--- config.mk ---
export PLATFORM = sky130hd
export DESIGN_NAME = cid_decode
export DESIGN_NICKNAME = d
export VERILOG_FILES = /design/src/logic/cid_regfile.v /design/src/logic/cid_decode.v
export VERILOG_INCLUDE_DIRS = /design/src /design/src/logic
export SDC_FILE = /design/constraint.sdc
export NUM_CORES = 1
export LEC_CHECK = 0
export ABC_CLOCK_PERIOD_IN_PS = 3700
export BUFFER_PORTS_ARGS = -buffer_cell sky130_fd_sc_hd__buf_2
export CORE_MARGIN = 1
export CORE_UTILIZATION = 62
export CTS_BUF_LIST = sky130_fd_sc_hd__clkbuf_4
export DETAILED_ROUTE_END_ITERATION = 10
export GPL_ROUTABILITY_DRIVEN = 0
export HOLD_SLACK_MARGIN = 0.08
export PLACE_DENSITY = 0.79
export SLEW_MARGIN = 10
export SYNTH_ARGS = -nofsm -noshare
export SYNTH_HDL_FRONTEND = slang
export SYNTH_SLANG_ARGS = --single-unit
--- constraint.sdc ---
create_clock -name clock -period 3.7 [get_ports clock]
set_input_delay 0.185 -clock clock [delete_from_list [all_inputs] [get_ports clock]]
set_output_delay 0.185 -clock clock [all_outputs]
set_load 0.03 [all_outputs]
--- src/logic/cid_map.vh ---
// Constants for the instruction decode block: opcodes, forms, state counts, flags
`ifndef CID_MAP_VH
`define CID_MAP_VH

// Opcode byte positions inside the first instruction word
`define CID_OP_MSB       15
`define CID_OP_LSB       8
`define CID_VARIANT_BIT  7

// Opcode values of the move family, the relative branches and the bit operations
`define CID_OP_MOVB_REG  8'h0c
`define CID_OP_MOVW_REG  8'h0d
`define CID_OP_MOVW_IMM  8'h79
`define CID_OP_MOV_IND   7'h34
`define CID_OP_MOV_INC   7'h36
`define CID_OP_MOV_DISP  7'h37
`define CID_OP_MOV_ABS16 7'h35
`define CID_NIB_MOVB_IMM 4'hf
`define CID_NIB_LD_ABS8  4'h2
`define CID_NIB_ST_ABS8  4'h3
`define CID_NIB_BRANCH   4'h4
`define CID_NIB_BITOP    5'h0e

// Operand forms
`define CID_FORM_NONE    3'h0
`define CID_FORM_IMM     3'h1
`define CID_FORM_REG     3'h2
`define CID_FORM_IND     3'h3
`define CID_FORM_DISP    3'h4
`define CID_FORM_INCDEC  3'h5
`define CID_FORM_ABS8    3'h6
`define CID_FORM_ABS16   3'h7

// Execution states per form
`define CID_ST_IMM8      3'h2
`define CID_ST_IMM16     3'h4
`define CID_ST_REG       3'h2
`define CID_ST_IND       3'h4
`define CID_ST_DISP      3'h6
`define CID_ST_INCDEC    3'h6
`define CID_ST_ABS8      3'h4
`define CID_ST_ABS16     3'h6
`define CID_ST_OTHER     3'h2

// Upper byte of an 8-bit absolute address
`define CID_ABS8_PAGE    8'hff

// Stack pointer register number
`define CID_SP_NUM       3'h7

// Flag bit positions and reset value
`define CID_FLAG_N       3
`define CID_FLAG_Z       2
`define CID_FLAG_V       1
`define CID_FLAG_C       0
`define CID_FLAGS_RST    4'h0

`endif

--- src/logic/cid_regfile.v ---
// Eight 16-bit general registers with byte write enables and registered reads
`timescale 1ns/1ps
`default_nettype none
module cid_regfile
(
	// Clock
	input  wire        clock,
	input  wire        sys_rst,
	// Read ports
	input  wire [2:0]  rd_addr_a,
	input  wire [2:0]  rd_addr_b,
	output reg  [15:0] rd_data_a_ff,
	output reg  [15:0] rd_data_b_ff,
	// Write port
	input  wire        wr_en,
	input  wire [2:0]  wr_addr,
	input  wire [1:0]  wr_be,
	input  wire [15:0] wr_data
);

	reg [15:0] mem_ff [0:7];
	integer    i;

	always @(posedge clock)
	begin
		if (sys_rst)
		begin
			for (i = 0; i < 8; i = i + 1)
				mem_ff[i] <= 16'h0000;
			rd_data_a_ff <= 16'h0000;
			rd_data_b_ff <= 16'h0000;
		end
		else
		begin
			if (wr_en && wr_be[1])
				mem_ff[wr_addr][15:8] <= wr_data[15:8];
			if (wr_en && wr_be[0])
				mem_ff[wr_addr][7:0] <= wr_data[7:0];
			rd_data_a_ff <= mem_ff[rd_addr_a];
			rd_data_b_ff <= mem_ff[rd_addr_b];
		end
	end

endmodule
`default_nettype wire

--- src/logic/cid_decode.v ---
// Instruction decoder and move execution with condition flag update
// What this block does
// [RULE1] Opcode taken from bits 15..8 of word one
// [RULE2] Bit 7 picks between paired map entries
// [RULE3] Push and pop decode as SP moves
// [RULE4] Flag register holds N, Z, V, C
// [RULE5] Modified flags follow the actual result
// [RULE6] Unaffected flags keep their prior value
// [RULE7] Not-fixed flags may hold any value
// [RULE8] Registers used as 8 or 16 bits
// [RULE9] Immediates of 3, 8 or 16 bits
// [RULE10] Displacements of 8 or 16 bits added
// [RULE11] Absolute addresses of 8 or 16 bits
// [RULE12] Moves set N,Z, clear V, keep C
`timescale 1ns/1ps
`default_nettype none
`include "cid_map.vh"
module cid_decode
(
	// Clock and reset
	input  wire        clock,
	input  wire        sys_rst,
	// Instruction from fetch
	input  wire        insn_valid,
	input  wire [15:0] insn_word,
	input  wire [15:0] insn_ext,
	input  wire [15:0] insn_pc,
	output reg         insn_ready_ff,
	// Data memory
	output reg         mem_req_ff,
	output reg         mem_we_ff,
	output reg         mem_byte_ff,
	output reg  [15:0] mem_addr_ff,
	output reg  [15:0] mem_wdata_ff,
	input  wire [15:0] mem_rdata,
	// Decode results
	output reg  [7:0]  opcode_ff,
	output reg  [2:0]  form_ff,
	output reg  [15:0] imm_ff,
	output reg  [2:0]  imm3_ff,
	output reg         branch_ff,
	output reg  [15:0] branch_target_ff,
	output reg         done_ff,
	output reg  [3:0]  condition_flags_register
);

	localparam ST_IDLE = 1'b0;
	localparam ST_EXEC = 1'b1;

	// Byte view of a register: numbers 0..7 upper halves, 8..15 lower halves
	function [7:0] get8;
		input [15:0] w;
		input        lo;
		begin
			get8 = lo ? w[7:0] : w[15:8];
		end
	endfunction

	function [15:0] sext8;
		input [7:0] b;
		begin
			sext8 = {{8{b[7]}}, b};
		end
	endfunction

	// Decoded fields of the offered instruction
	reg  [7:0]  op;
	reg         var_bit;
	reg  [2:0]  nxt_form;
	reg         nxt_store;
	reg         nxt_byte;
	reg  [3:0]  nxt_dreg;
	reg  [2:0]  nxt_preg;
	reg  [15:0] nxt_imm;
	reg  [2:0]  nxt_states;
	reg         nxt_branch;

	always @*
	begin
		op         = insn_word[`CID_OP_MSB:`CID_OP_LSB]; // RULE1
		var_bit    = insn_word[`CID_VARIANT_BIT];
		nxt_form   = `CID_FORM_NONE;
		nxt_store  = 1'b0;
		nxt_byte   = 1'b1;
		nxt_dreg   = insn_word[3:0];
		nxt_preg   = insn_word[6:4];
		nxt_imm    = 16'h0000;
		nxt_states = `CID_ST_OTHER;
		nxt_branch = 1'b0;
		if (op == `CID_OP_MOVB_REG || op == `CID_OP_MOVW_REG)
		begin
			nxt_form   = `CID_FORM_REG;
			nxt_byte   = ~op[0]; // RULE8
			nxt_preg   = op[0] ? insn_word[6:4] : insn_word[6:4];
			nxt_states = `CID_ST_REG;
		end
		else if (op[7:4] == `CID_NIB_MOVB_IMM)
		begin
			nxt_form   = `CID_FORM_IMM;
			nxt_dreg   = op[3:0];
			nxt_imm    = {8'h00, insn_word[7:0]}; // RULE9
			nxt_states = `CID_ST_IMM8;
		end
		else if (op == `CID_OP_MOVW_IMM)
		begin
			nxt_form   = `CID_FORM_IMM;
			nxt_byte   = 1'b0;
			nxt_imm    = insn_ext; // RULE9
			nxt_states = `CID_ST_IMM16;
		end
		else if (op[7:4] == `CID_NIB_LD_ABS8 || op[7:4] == `CID_NIB_ST_ABS8)
		begin
			nxt_form   = `CID_FORM_ABS8;
			nxt_store  = op[4];
			nxt_dreg   = op[3:0];
			nxt_imm    = {`CID_ABS8_PAGE, insn_word[7:0]}; // RULE11
			nxt_states = `CID_ST_ABS8;
		end
		else if (op[7:1] == `CID_OP_MOV_IND)
		begin
			nxt_form   = `CID_FORM_IND;
			nxt_store  = var_bit; // RULE2
			nxt_byte   = ~op[0];
			nxt_states = `CID_ST_IND;
		end
		else if (op[7:1] == `CID_OP_MOV_DISP)
		begin
			nxt_form   = `CID_FORM_DISP;
			nxt_store  = var_bit; // RULE2
			nxt_byte   = ~op[0];
			nxt_imm    = insn_ext; // RULE10
			nxt_states = `CID_ST_DISP;
		end
		else if (op[7:1] == `CID_OP_MOV_INC)
		begin
			// Push and pop are these forms with the stack pointer as pointer
			nxt_form   = `CID_FORM_INCDEC; // RULE3
			nxt_store  = var_bit; // RULE2
			nxt_byte   = ~op[0];
			nxt_states = `CID_ST_INCDEC;
		end
		else if (op[7:1] == `CID_OP_MOV_ABS16)
		begin
			nxt_form   = `CID_FORM_ABS16;
			nxt_store  = var_bit; // RULE2
			nxt_byte   = ~op[0];
			nxt_imm    = insn_ext; // RULE11
			nxt_states = `CID_ST_ABS16;
		end
		else if (op[7:4] == `CID_NIB_BRANCH)
		begin
			nxt_branch = 1'b1;
			nxt_imm    = sext8(insn_word[7:0]); // RULE10
		end
	end

	// Register file; reads arrive one cycle after the instruction is taken
	wire [15:0] ra_data;
	wire [15:0] rb_data;
	reg         wr_en;
	reg  [2:0]  wr_addr;
	reg  [1:0]  wr_be;
	reg  [15:0] wr_data;

	cid_regfile u_regs
	(
		.clock        (clock),
		.sys_rst      (sys_rst),
		.rd_addr_a    (nxt_preg),
		.rd_addr_b    (nxt_dreg[2:0]),
		.rd_data_a_ff (ra_data),
		.rd_data_b_ff (rb_data),
		.wr_en        (wr_en),
		.wr_addr      (wr_addr),
		.wr_be        (wr_be),
		.wr_data      (wr_data)
	);

	reg         state_ff;
	reg         first_ff;
	reg  [2:0]  cnt_ff;
	reg         store_ff;
	reg         byte_ff;
	reg  [3:0]  dreg_ff;
	reg  [3:0]  sreg_ff;

	// Effective address and operand values, valid in the first execute cycle
	reg  [15:0] ea_c;
	reg  [15:0] src_c;
	reg  [15:0] step_c;
	reg  [15:0] val_c;
	reg         last_c;

	always @*
	begin
		step_c = byte_ff ? 16'h0001 : 16'h0002;
		src_c  = byte_ff ? {8'h00, get8(rb_data, dreg_ff[3])} : rb_data; // RULE8
		case (form_ff)
			`CID_FORM_IND:    ea_c = ra_data;
			`CID_FORM_DISP:   ea_c = ra_data + imm_ff; // RULE10
			`CID_FORM_INCDEC: ea_c = store_ff ? ra_data - step_c : ra_data; // RULE3
			`CID_FORM_ABS8:   ea_c = imm_ff; // RULE11
			`CID_FORM_ABS16:  ea_c = imm_ff; // RULE11
			default:          ea_c = 16'h0000;
		endcase
		last_c = (state_ff == ST_EXEC) && (cnt_ff == 3'h0);
		case (form_ff)
			`CID_FORM_IMM: val_c = imm_ff;
			`CID_FORM_REG: val_c = byte_ff ? {8'h00, get8(ra_data, sreg_ff[3])} : ra_data;
			default:       val_c = store_ff ? mem_wdata_ff : mem_rdata;
		endcase
		if (byte_ff)
			val_c = {8'h00, val_c[7:0]};
	end

	// Writes: pointer step in the first cycle, loaded value in the last
	always @*
	begin
		wr_en   = 1'b0;
		wr_addr = dreg_ff[2:0];
		wr_be   = 2'b11;
		wr_data = val_c;
		if (state_ff == ST_EXEC && first_ff && form_ff == `CID_FORM_INCDEC)
		begin
			wr_en   = 1'b1;
			wr_addr = sreg_ff[2:0];
			wr_data = store_ff ? ea_c : ra_data + step_c; // RULE3
		end
		else if (last_c && !store_ff && form_ff != `CID_FORM_NONE)
		begin
			wr_en   = 1'b1;
			wr_be   = byte_ff ? (dreg_ff[3] ? 2'b01 : 2'b10) : 2'b11; // RULE8
			wr_data = byte_ff ? {val_c[7:0], val_c[7:0]} : val_c;
		end
	end

	wire mem_form = (form_ff != `CID_FORM_NONE) && (form_ff != `CID_FORM_IMM)
		&& (form_ff != `CID_FORM_REG);

	always @(posedge clock)
	begin
		if (sys_rst)
		begin
			state_ff                 <= ST_IDLE;
			first_ff                 <= 1'b0;
			cnt_ff                   <= 3'h0;
			store_ff                 <= 1'b0;
			byte_ff                  <= 1'b1;
			dreg_ff                  <= 4'h0;
			sreg_ff                  <= 4'h0;
			insn_ready_ff            <= 1'b0;
			mem_req_ff               <= 1'b0;
			mem_we_ff                <= 1'b0;
			mem_byte_ff              <= 1'b0;
			mem_addr_ff              <= 16'h0000;
			mem_wdata_ff             <= 16'h0000;
			opcode_ff                <= 8'h00;
			form_ff                  <= `CID_FORM_NONE;
			imm_ff                   <= 16'h0000;
			imm3_ff                  <= 3'h0;
			branch_ff                <= 1'b0;
			branch_target_ff         <= 16'h0000;
			done_ff                  <= 1'b0;
			condition_flags_register <= `CID_FLAGS_RST;
		end
		else
		begin
			done_ff   <= 1'b0;
			branch_ff <= 1'b0;
			case (state_ff)
				ST_IDLE:
				begin
					insn_ready_ff <= 1'b1;
					if (insn_valid && insn_ready_ff)
					begin
						state_ff      <= ST_EXEC;
						first_ff      <= 1'b1;
						insn_ready_ff <= 1'b0;
						cnt_ff        <= nxt_states - 3'h2;
						opcode_ff     <= op;
						form_ff       <= nxt_form;
						store_ff      <= nxt_store;
						byte_ff       <= nxt_byte;
						dreg_ff       <= nxt_dreg;
						sreg_ff       <= {insn_word[7], nxt_preg};
						imm_ff        <= nxt_imm;
						imm3_ff       <= insn_word[6:4]; // RULE9
						branch_ff     <= nxt_branch;
						branch_target_ff <= insn_pc + sext8(insn_word[7:0]); // RULE10
					end
				end
				ST_EXEC:
				begin
					first_ff <= 1'b0;
					if (first_ff && mem_form && !last_c)
					begin
						mem_req_ff   <= 1'b1;
						mem_we_ff    <= store_ff;
						mem_byte_ff  <= byte_ff;
						mem_addr_ff  <= ea_c;
						mem_wdata_ff <= src_c;
					end
					if (last_c)
					begin
						state_ff      <= ST_IDLE;
						insn_ready_ff <= 1'b1;
						mem_req_ff    <= 1'b0;
						mem_we_ff     <= 1'b0;
						done_ff       <= 1'b1;
						// Moves: N and Z from the moved value, V cleared, C kept
						if (form_ff != `CID_FORM_NONE)
						begin
							condition_flags_register[`CID_FLAG_N] <=
								byte_ff ? val_c[7] : val_c[15]; // RULE5 RULE12
							condition_flags_register[`CID_FLAG_Z] <=
								(val_c == 16'h0000); // RULE5 RULE12
							condition_flags_register[`CID_FLAG_V] <= 1'b0; // RULE12
						end
						// Carry is never written here; other opcodes leave all four flags
					end // RULE4 RULE6 RULE7
					else
						cnt_ff <= cnt_ff - 3'h1;
				end
				default:
					state_ff <= ST_IDLE;
			endcase
		end
	end

endmodule
`default_nettype wire

==> run summary, run 1 <==
Slew Limit Fails - 0
Tcrit/Tclk final - 0.9097
post-synth top area share - 0.2564
Slew Limit Headroom - 0.2997
Synth Warn # - 0
vias after detailed routing - 14,850
crit path DAT - 3.77 ns
Slowest cell on crit path - a22oi_1
I/O Buffers - 152
Die X - 157.5 microns
vias in the first global route - 14,100
minimum clock period - 3.366 ns
Static Leak - 6.954 nW
WL met3 - 6901 microns
core footprint - 23,610 sq um
Setup crit start kind - flop
Yosys reg bits - 258
leading post-synthesis cells by cell area - edfxtp_1 (26%), dfxtp_1 (17%), nand2_1 (6.8%)
H-tree depth - 3
post-CTS setup buffers - 0
Worst EP required - 4.11 ns
most common cell in the synthesized netlist - nand2_1
RSZ-0062 raised after global routing - no
met2 WL post-DR - 22,480 microns
clk slew on worst S/H paths - 0.06 ns
CTS tree - yes
FMAX - 297.1 MHz
Async S/R FF share, synth - 0
DRT Wirelength - 50,480 microns
Design Power - 0.006875 W
die area - 24,810 sq um
clk sinks - 258
Max Cap Violations - 0
Initial Util - 0.6349
area grow syn2layout - 16.82%
filler instances - 1,713
Hold Crit Class - input pin to flop
routed length per instance - 22.41 microns
Gate Count Post-Synth - 1,668
synth unique cells - 85
dominant synthesized flop cell - dfxtp_1
Power Density - 392.6 nW/um^2
detailed-placement wirelength estimate - 33,870 microns
status - completed
DRC violations left - 0
Synth Cell Area - 14,990 sq um
clock root buffer - clkbuf_4
crit path capture type - flop
I/O pins - 155
Crit Path Max Fanout - 14
Worst Clk Skew - 0.07042 ns
Max VDD drop - 345.4 uV
crit-path max cell delay - 0.68 ns
DR pass1 iterations - 7
# nets final - 1,989
die height - 157.5 microns
largest net degree at the start of global routing - 62
Congestion Overflow GR - 0
post-route setup TNS - 0 ns
Core Rows - 56
vias per cell - 6.593
final hold violations - 0
global-route wire length before repair - 76,500 microns
initial antenna violation count - 3
Resize count post-CTS - 0
critical path, cell by cell - buf_4 -> inv_1 -> ha_1 -> or2_2 -> nand3_1 -> nor2_1 -> xnor2_1 -> o2111ai_1 -> a22oi_1 -> nor2_1
Crit Path Category - flop to flop
clock latency on the worst-skew pair - 0.71 ns
setup violators final - 0
WL met1 - 17,990 microns
drt first-iter violations - 2,223
TritonCTS buffer count - 69
CP most frequent cell - nor2_1
Max clock buf depth - 3
Slew @ Worst Pin - 1.050 ns
Post-synth top cells - nand2_1 (270), nor2_1 (231), a21oi_1 (161)
top layer in use - met4
Antenna Violating Nets Remaining - 0
syn_area_per_cell - 8.988 sq um
layout cell share with drive strength beyond 1 - 0.1990
Synth area leader - edfxtp_1
sequential area share after synthesis - 0.4300
EDFF count, synth - 128
GRT Total Usage - 0.4124
[area by class of cell]
type | instances | area, sq um | share of cell area
multi-input combinational | 1272 | 7990 | 0.4562
antenna | 3 | 7.507 | 0.0004287
clock buffer | 103 | 773.2 | 0.04415
clock inverter | 16 | 113.9 | 0.006501
sequential | 258 | 6447 | 0.3682
tap | 319 | 399.1 | 0.02279
inverter | 24 | 90.09 | 0.005144
timing repair buffer | 257 | 1692 | 0.09659
[layer usage]
layer | vias up | global-route usage
met3 | 286 | 0.1079
met4 | 0 | 0.2672
met1 | 6795 | 0.5164
li1 | 6550 | -
met2 | 1217 | 0.6323
met5 | - | 0
[layout by cell type (no fill, tap or decap), types with 11 or more instances in the layout]
cell type / Yosys / layout
a21oi_1: 161 / 161
o22ai_1: 13 / 13
a211oi_1: 30 / 30
mux4_2: 32 / 32
or4_1: 19 / 19
nor3_1: 49 / 49
dlygate4sd3_1: 0 / 51
a22oi_1: 15 / 15
a221oi_1: 11 / 11
o21ai_0: 26 / 26
nor2b_1: 14 / 14
xnor2_1: 28 / 28
nand3_1: 30 / 30
nand2b_1: 15 / 15
nor4_1: 11 / 11
dfxtp_1: 130 / 129
buf_4: 6 / 54
a21o_1: 25 / 25
edfxtp_1: 128 / 128
nor2_1: 231 / 230
buf_2: 19 / 151
inv_1: 24 / 24
ha_1: 36 / 36
xor2_1: 15 / 15
or3_1: 12 / 12
mux2i_1: 47 / 47
nand2_1: 270 / 270
clkbuf_4: 0 / 103
[metrics by stage]
stage / setup slack [ns] / std cells / cell area [sq um] / hold WS (ns) / utilization
detailed placement: 0.4926 / 2079 / 16110 / 0.4338 / 0.6822
global placement: 0.5900 / 2079 / 16110 / 0.4228 / 0.6822
finish: 0.3343 / 2252 / 17510 / 0.1079 / 0.7417
CTS: 0.4703 / 2249 / 17510 / 0.08707 / 0.7414
global route: 0.1681 / 2252 / 17510 / 0.1304 / 0.7417
floorplan: 0.8301 / 1669 / 15000 / 0.3210 / -
[critical path: cells and delay by family (launching register included)]
kind / cells / cell delay, ns
AOI/OAI and AO/OA: 2 / 0.83
xor gates and xnor gates: 1 / 0.19
adders and majority gates: 1 / 0.37
buffers and inverters: 2 / 0.51
DFF: 1 / 0.45
and+or+nand+nor: 4 / 0.77
[where the power goes]
part	total (W)	switching, W	internal [W]
registers	0.00321	0.000109	0.00310
clock network	0.00259	0.00124	0.00135
logic	0.00107	0.000678	0.000397
total	0.00687	0.00202	0.00485
[cells by family (layout without fill, tap and decap cells)]
group / count (synthesis) / in the layout / share of synthesized area
simple gates: 711 / 711 / 0.2144
xor+xnor: 43 / 43 / 0.02512
fa+ha+maj: 40 / 40 / 0.03539
buf+inv: 139 / 400 / 0.03856
mux: 83 / 83 / 0.08246
compound gates: 393 / 393 / 0.1738
other cells: 1 / 5 / 0.0002501
flops: 258 / 258 / 0.4300
[repair_timing]
item / CTS / global route
endpoints found under the setup margin: 0 / 0
endpoints found under the hold margin: 52 / 0
hold buffers: 51 / 0
[registers in the layout, summed over array words and instances (netlist names), 2 cells and up]
name	cells
mem_wdata_ff	16
dreg_ff	4
u_regs.rd_data_a_ff	16
imm_ff	16
mem_addr_ff	16
branch_target_ff	16
opcode_ff	8
u_regs.rd_data_b_ff	16
u_regs.mem_ff	128
sreg_ff	4
condition_flags_register	2
cnt_ff	3
form_ff	3
[final timing paths]
kind	to	cells after the start	slack (ns)	from
hold / removal	branch_target_ff[12]	4	0.11	insn_pc[12]
setup reg to reg	u_regs.mem_ff[1][13]	10	0.33	byte_ff
hold reg to reg	branch_target_ff[12]	2	0.44	branch_target_ff[12]
setup / recovery	u_regs.mem_ff[1][13]	10	0.33	byte_ff
Note: power is estimated with default switching activity, not from simulation.
==> inputs of run 2 (changes only) <==
--- a/config.mk
+++ b/config.mk
@@ -15,6 +15,7 @@
 export GPL_ROUTABILITY_DRIVEN = 0
 export HOLD_SLACK_MARGIN = 0.08
 export PLACE_DENSITY = 0.79
+export REMOVE_ABC_BUFFERS = 1
 export SLEW_MARGIN = 10
 export SYNTH_ARGS = -nofsm -noshare
 export SYNTH_HDL_FRONTEND = slang
==> run summary, run 2 (synthesis results as in run 1) <==
most frequent cells in the layout - nand2_1 (270), nor2_1 (230), a21oi_1 (161)
global-route wire length before repair - 79,070 microns (+3.4%)
filler instances - 1,732 (+1.1%)
Slew Limit Headroom - 0.2265 (-0.07326)
hold_sp - insn_pc[12]
# nets final - 1,996 (+0.35%)
final hold violations - 0 (unchanged)
clk slew on worst S/H paths - 0.06 ns (about the same)
minimum clock period - 3.327 ns (-0.03868 ns)
r2r startpoint - imm_ff[0]
Die X - 157.5 microns (unchanged)
Max Cap Violations - 0 (unchanged)
H-tree depth - 3 (unchanged)
Max clock buf depth - 3 (unchanged)
Antenna Violating Nets Remaining - 0 (unchanged)
routed length per instance - 23.32 microns (+4.0%)
Hold Crit Class - input pin to flop
detailed-placement wirelength estimate - 36,450 microns (+7.6%)
vias in the first global route - 14,260 (+1.1%)
Crit Path Max Fanout - 8 (-6)
Slew @ Worst Pin - 1.160 ns (+0.1099 ns)
largest reg by FF count - u_regs.mem_ff
die area - 24,810 sq um (unchanged)
Core Rows - 56 (unchanged)
post-CTS setup buffers - 0 (unchanged)
Worst path depth - 10 (unchanged)
Reg-to-Reg End - u_regs.mem_ff[1][4]
DRT Wirelength - 52,810 microns (+4.6%)
Static Leak - 6.998 nW (+0.63%)
Design Power - 0.006902 W (+0.39%)
critical path, cell by cell - ha_1 -> inv_1 -> fa_1 -> nor2b_1 -> o21a_1 -> o21ai_0 -> a31oi_1 -> o21ai_0 -> a21oi_1 -> nor2_1
Worst Clk Skew - 0.05998 ns (-0.01044 ns)
TritonCTS buffer count - 70 (+1.4%)
clk sinks - 258 (unchanged)
r2r worst-path depth - 10 (unchanged)
Setup crit start kind - flop
RSZ-0062 raised after global routing - no
I/O pins - 155 (unchanged)
Slowest cell on crit path - a21oi_1
Power Density - 393.2 nW/um^2 (+0.17%)
status - completed
vias after detailed routing - 15,040 (+1.3%)
vias per cell - 6.641 (+0.73%)
Slew Limit Fails - 0 (unchanged)
hold depth - 4 (unchanged)
FMAX - 300.6 MHz (+1.2%)
WP buf/inv - 1 (-1)
post-route setup TNS - 0 ns (unchanged)
crit path DAT - 3.73 ns (-0.04 ns)
Crit Path Category - flop to flop
placed cell areas - 16,160 sq um (+0.30%)
area grow syn2layout - 17.08%
largest net degree at the start of global routing - 70 (+13%)
Hold EP - branch_target_ff[12]
CP delay by family, top - compound AO/OA/AOI/OAI gates
flop2flop setup slack - 0.37 ns (+0.04 ns)
layout cell share with drive strength beyond 1 - 0.2047 (+0.005769)
CP most frequent cell - o21ai_0
initial antenna violation count - 3 (unchanged)
setup violators final - 0 (unchanged)
CTS tree - yes
core footprint - 23,610 sq um (unchanged)
GRT Total Usage - 0.4307 (+0.01828)
die height - 157.5 microns (unchanged)
I/O Buffers - 152 (unchanged)
crit path capture type - flop
Max VDD drop - 336.0 uV (-2.7%)
Design Area, Final - 17,550 sq um (+0.22%)
Tcrit/Tclk final - 0.8992 (-0.01046)
clock root buffer - clkbuf_4
drt first-iter violations - 2,320 (+4.4%)
clock latency on the worst-skew pair - 0.73 ns (+0.02 ns)
Worst EP required - 4.10 ns (about the same)
most common cell after layout, fill and taps aside - nand2_1
DRC violations left - 0 (unchanged)
Initial Util - 0.6349 (unchanged)
Congestion Overflow GR - 0 (unchanged)
crit-path max cell delay - 0.59 ns (-0.09 ns)
DR pass1 iterations - 8 (+1)
max FFs per register - 128 (unchanged)
## run 2: cell count changes in the layout (fill, tap and decap cells not counted)
cell,delta
clkinv_1,+2
clkbuf_4,+8
inv_6,-3
clkinv_2,+2
diode_2,-1
buf_12,-1
inv_8,-1
inv_2,+1
buf_4,+9
bufinv_16,-1
dlygate4sd3_1,-2
## run 2: worst register-to-register path, stage by stage, from the launching register on
cell,delay [ns]
dfxtp_1,0.51
ha_1,0.28
inv_1,0.07
fa_1,0.38
nor2b_1,0.24
o21a_1,0.17
o21ai_0,0.08
a31oi_1,0.44
o21ai_0,0.17
a21oi_1,0.59
nor2_1,0.11
## run 2: how the worst max path moves through the flow
stage | slack (ns) | from | to
3_5_place_dp | 0.57 | u_regs.rd_data_a_ff[0] | u_regs.mem_ff[7][14]
4_1_cts | 0.56 | u_regs.rd_data_a_ff[0] | u_regs.mem_ff[7][14]
2_1_floorplan | 0.12 | form_ff[2] | u_regs.mem_ff[0][0]
3_3_place_gp | 0.61 | u_regs.rd_data_a_ff[0] | u_regs.mem_ff[6][4]
6_report | 0.37 | imm_ff[0] | u_regs.mem_ff[1][4]
5_1_grt | 0.26 | u_regs.rd_data_a_ff[0] | u_regs.mem_ff[0][4]
## run 2: timing repair
item,4_1_cts,5_1_grt
endpoints found under the hold margin,55,0
hold buffers,49,0
resized for setup,0,0
## run 2: metrics by stage
stage                 util  setup slack, ns  hold slack, ns  std cells
finish              0.7433           0.3730          0.1167       2265
floorplan                -           0.1173          0.2541       1554
detailed placement  0.6842           0.5663          0.4442       2087
global placement    0.6842           0.6101          0.4338       2087
global route        0.7432           0.2613          0.1219       2264
CTS                 0.7431           0.5586         0.08006       2263
## run 2: layout make-up
class                           count  area, sq um  area share
Multi-Input combinational cell   1272         7990      0.4552
Sequential cell                   258         6447      0.3673
Antenna cell                        2        5.005   0.0002851
Inverter                           24        90.09    0.005133
Clock inverter                     16        67.56    0.003849
Tap cell                          319        399.1     0.02274
Clock buffer                      111        833.3     0.04748
Timing Repair Buffer              263         1719     0.09795
## run 2: routing by layer
metal,routed length (microns),share of wire,track usage,vias up
li1,-,-,-,6561
met1,18330,0.35,0.5372,6899
met2,23090,0.44,0.6519,1247
met3,7782,0.15,0.1247,333
met4,3590,0.068,0.2816,2
met5,9,0.00017,0,-
## run 2: power breakdown
part | internal (W) | total [W] | switching (W)
combinational | 0.000397 | 0.00109 | 0.000697
clock | 0.00136 | 0.00260 | 0.00124
sequential | 0.00310 | 0.00321 | 0.000108
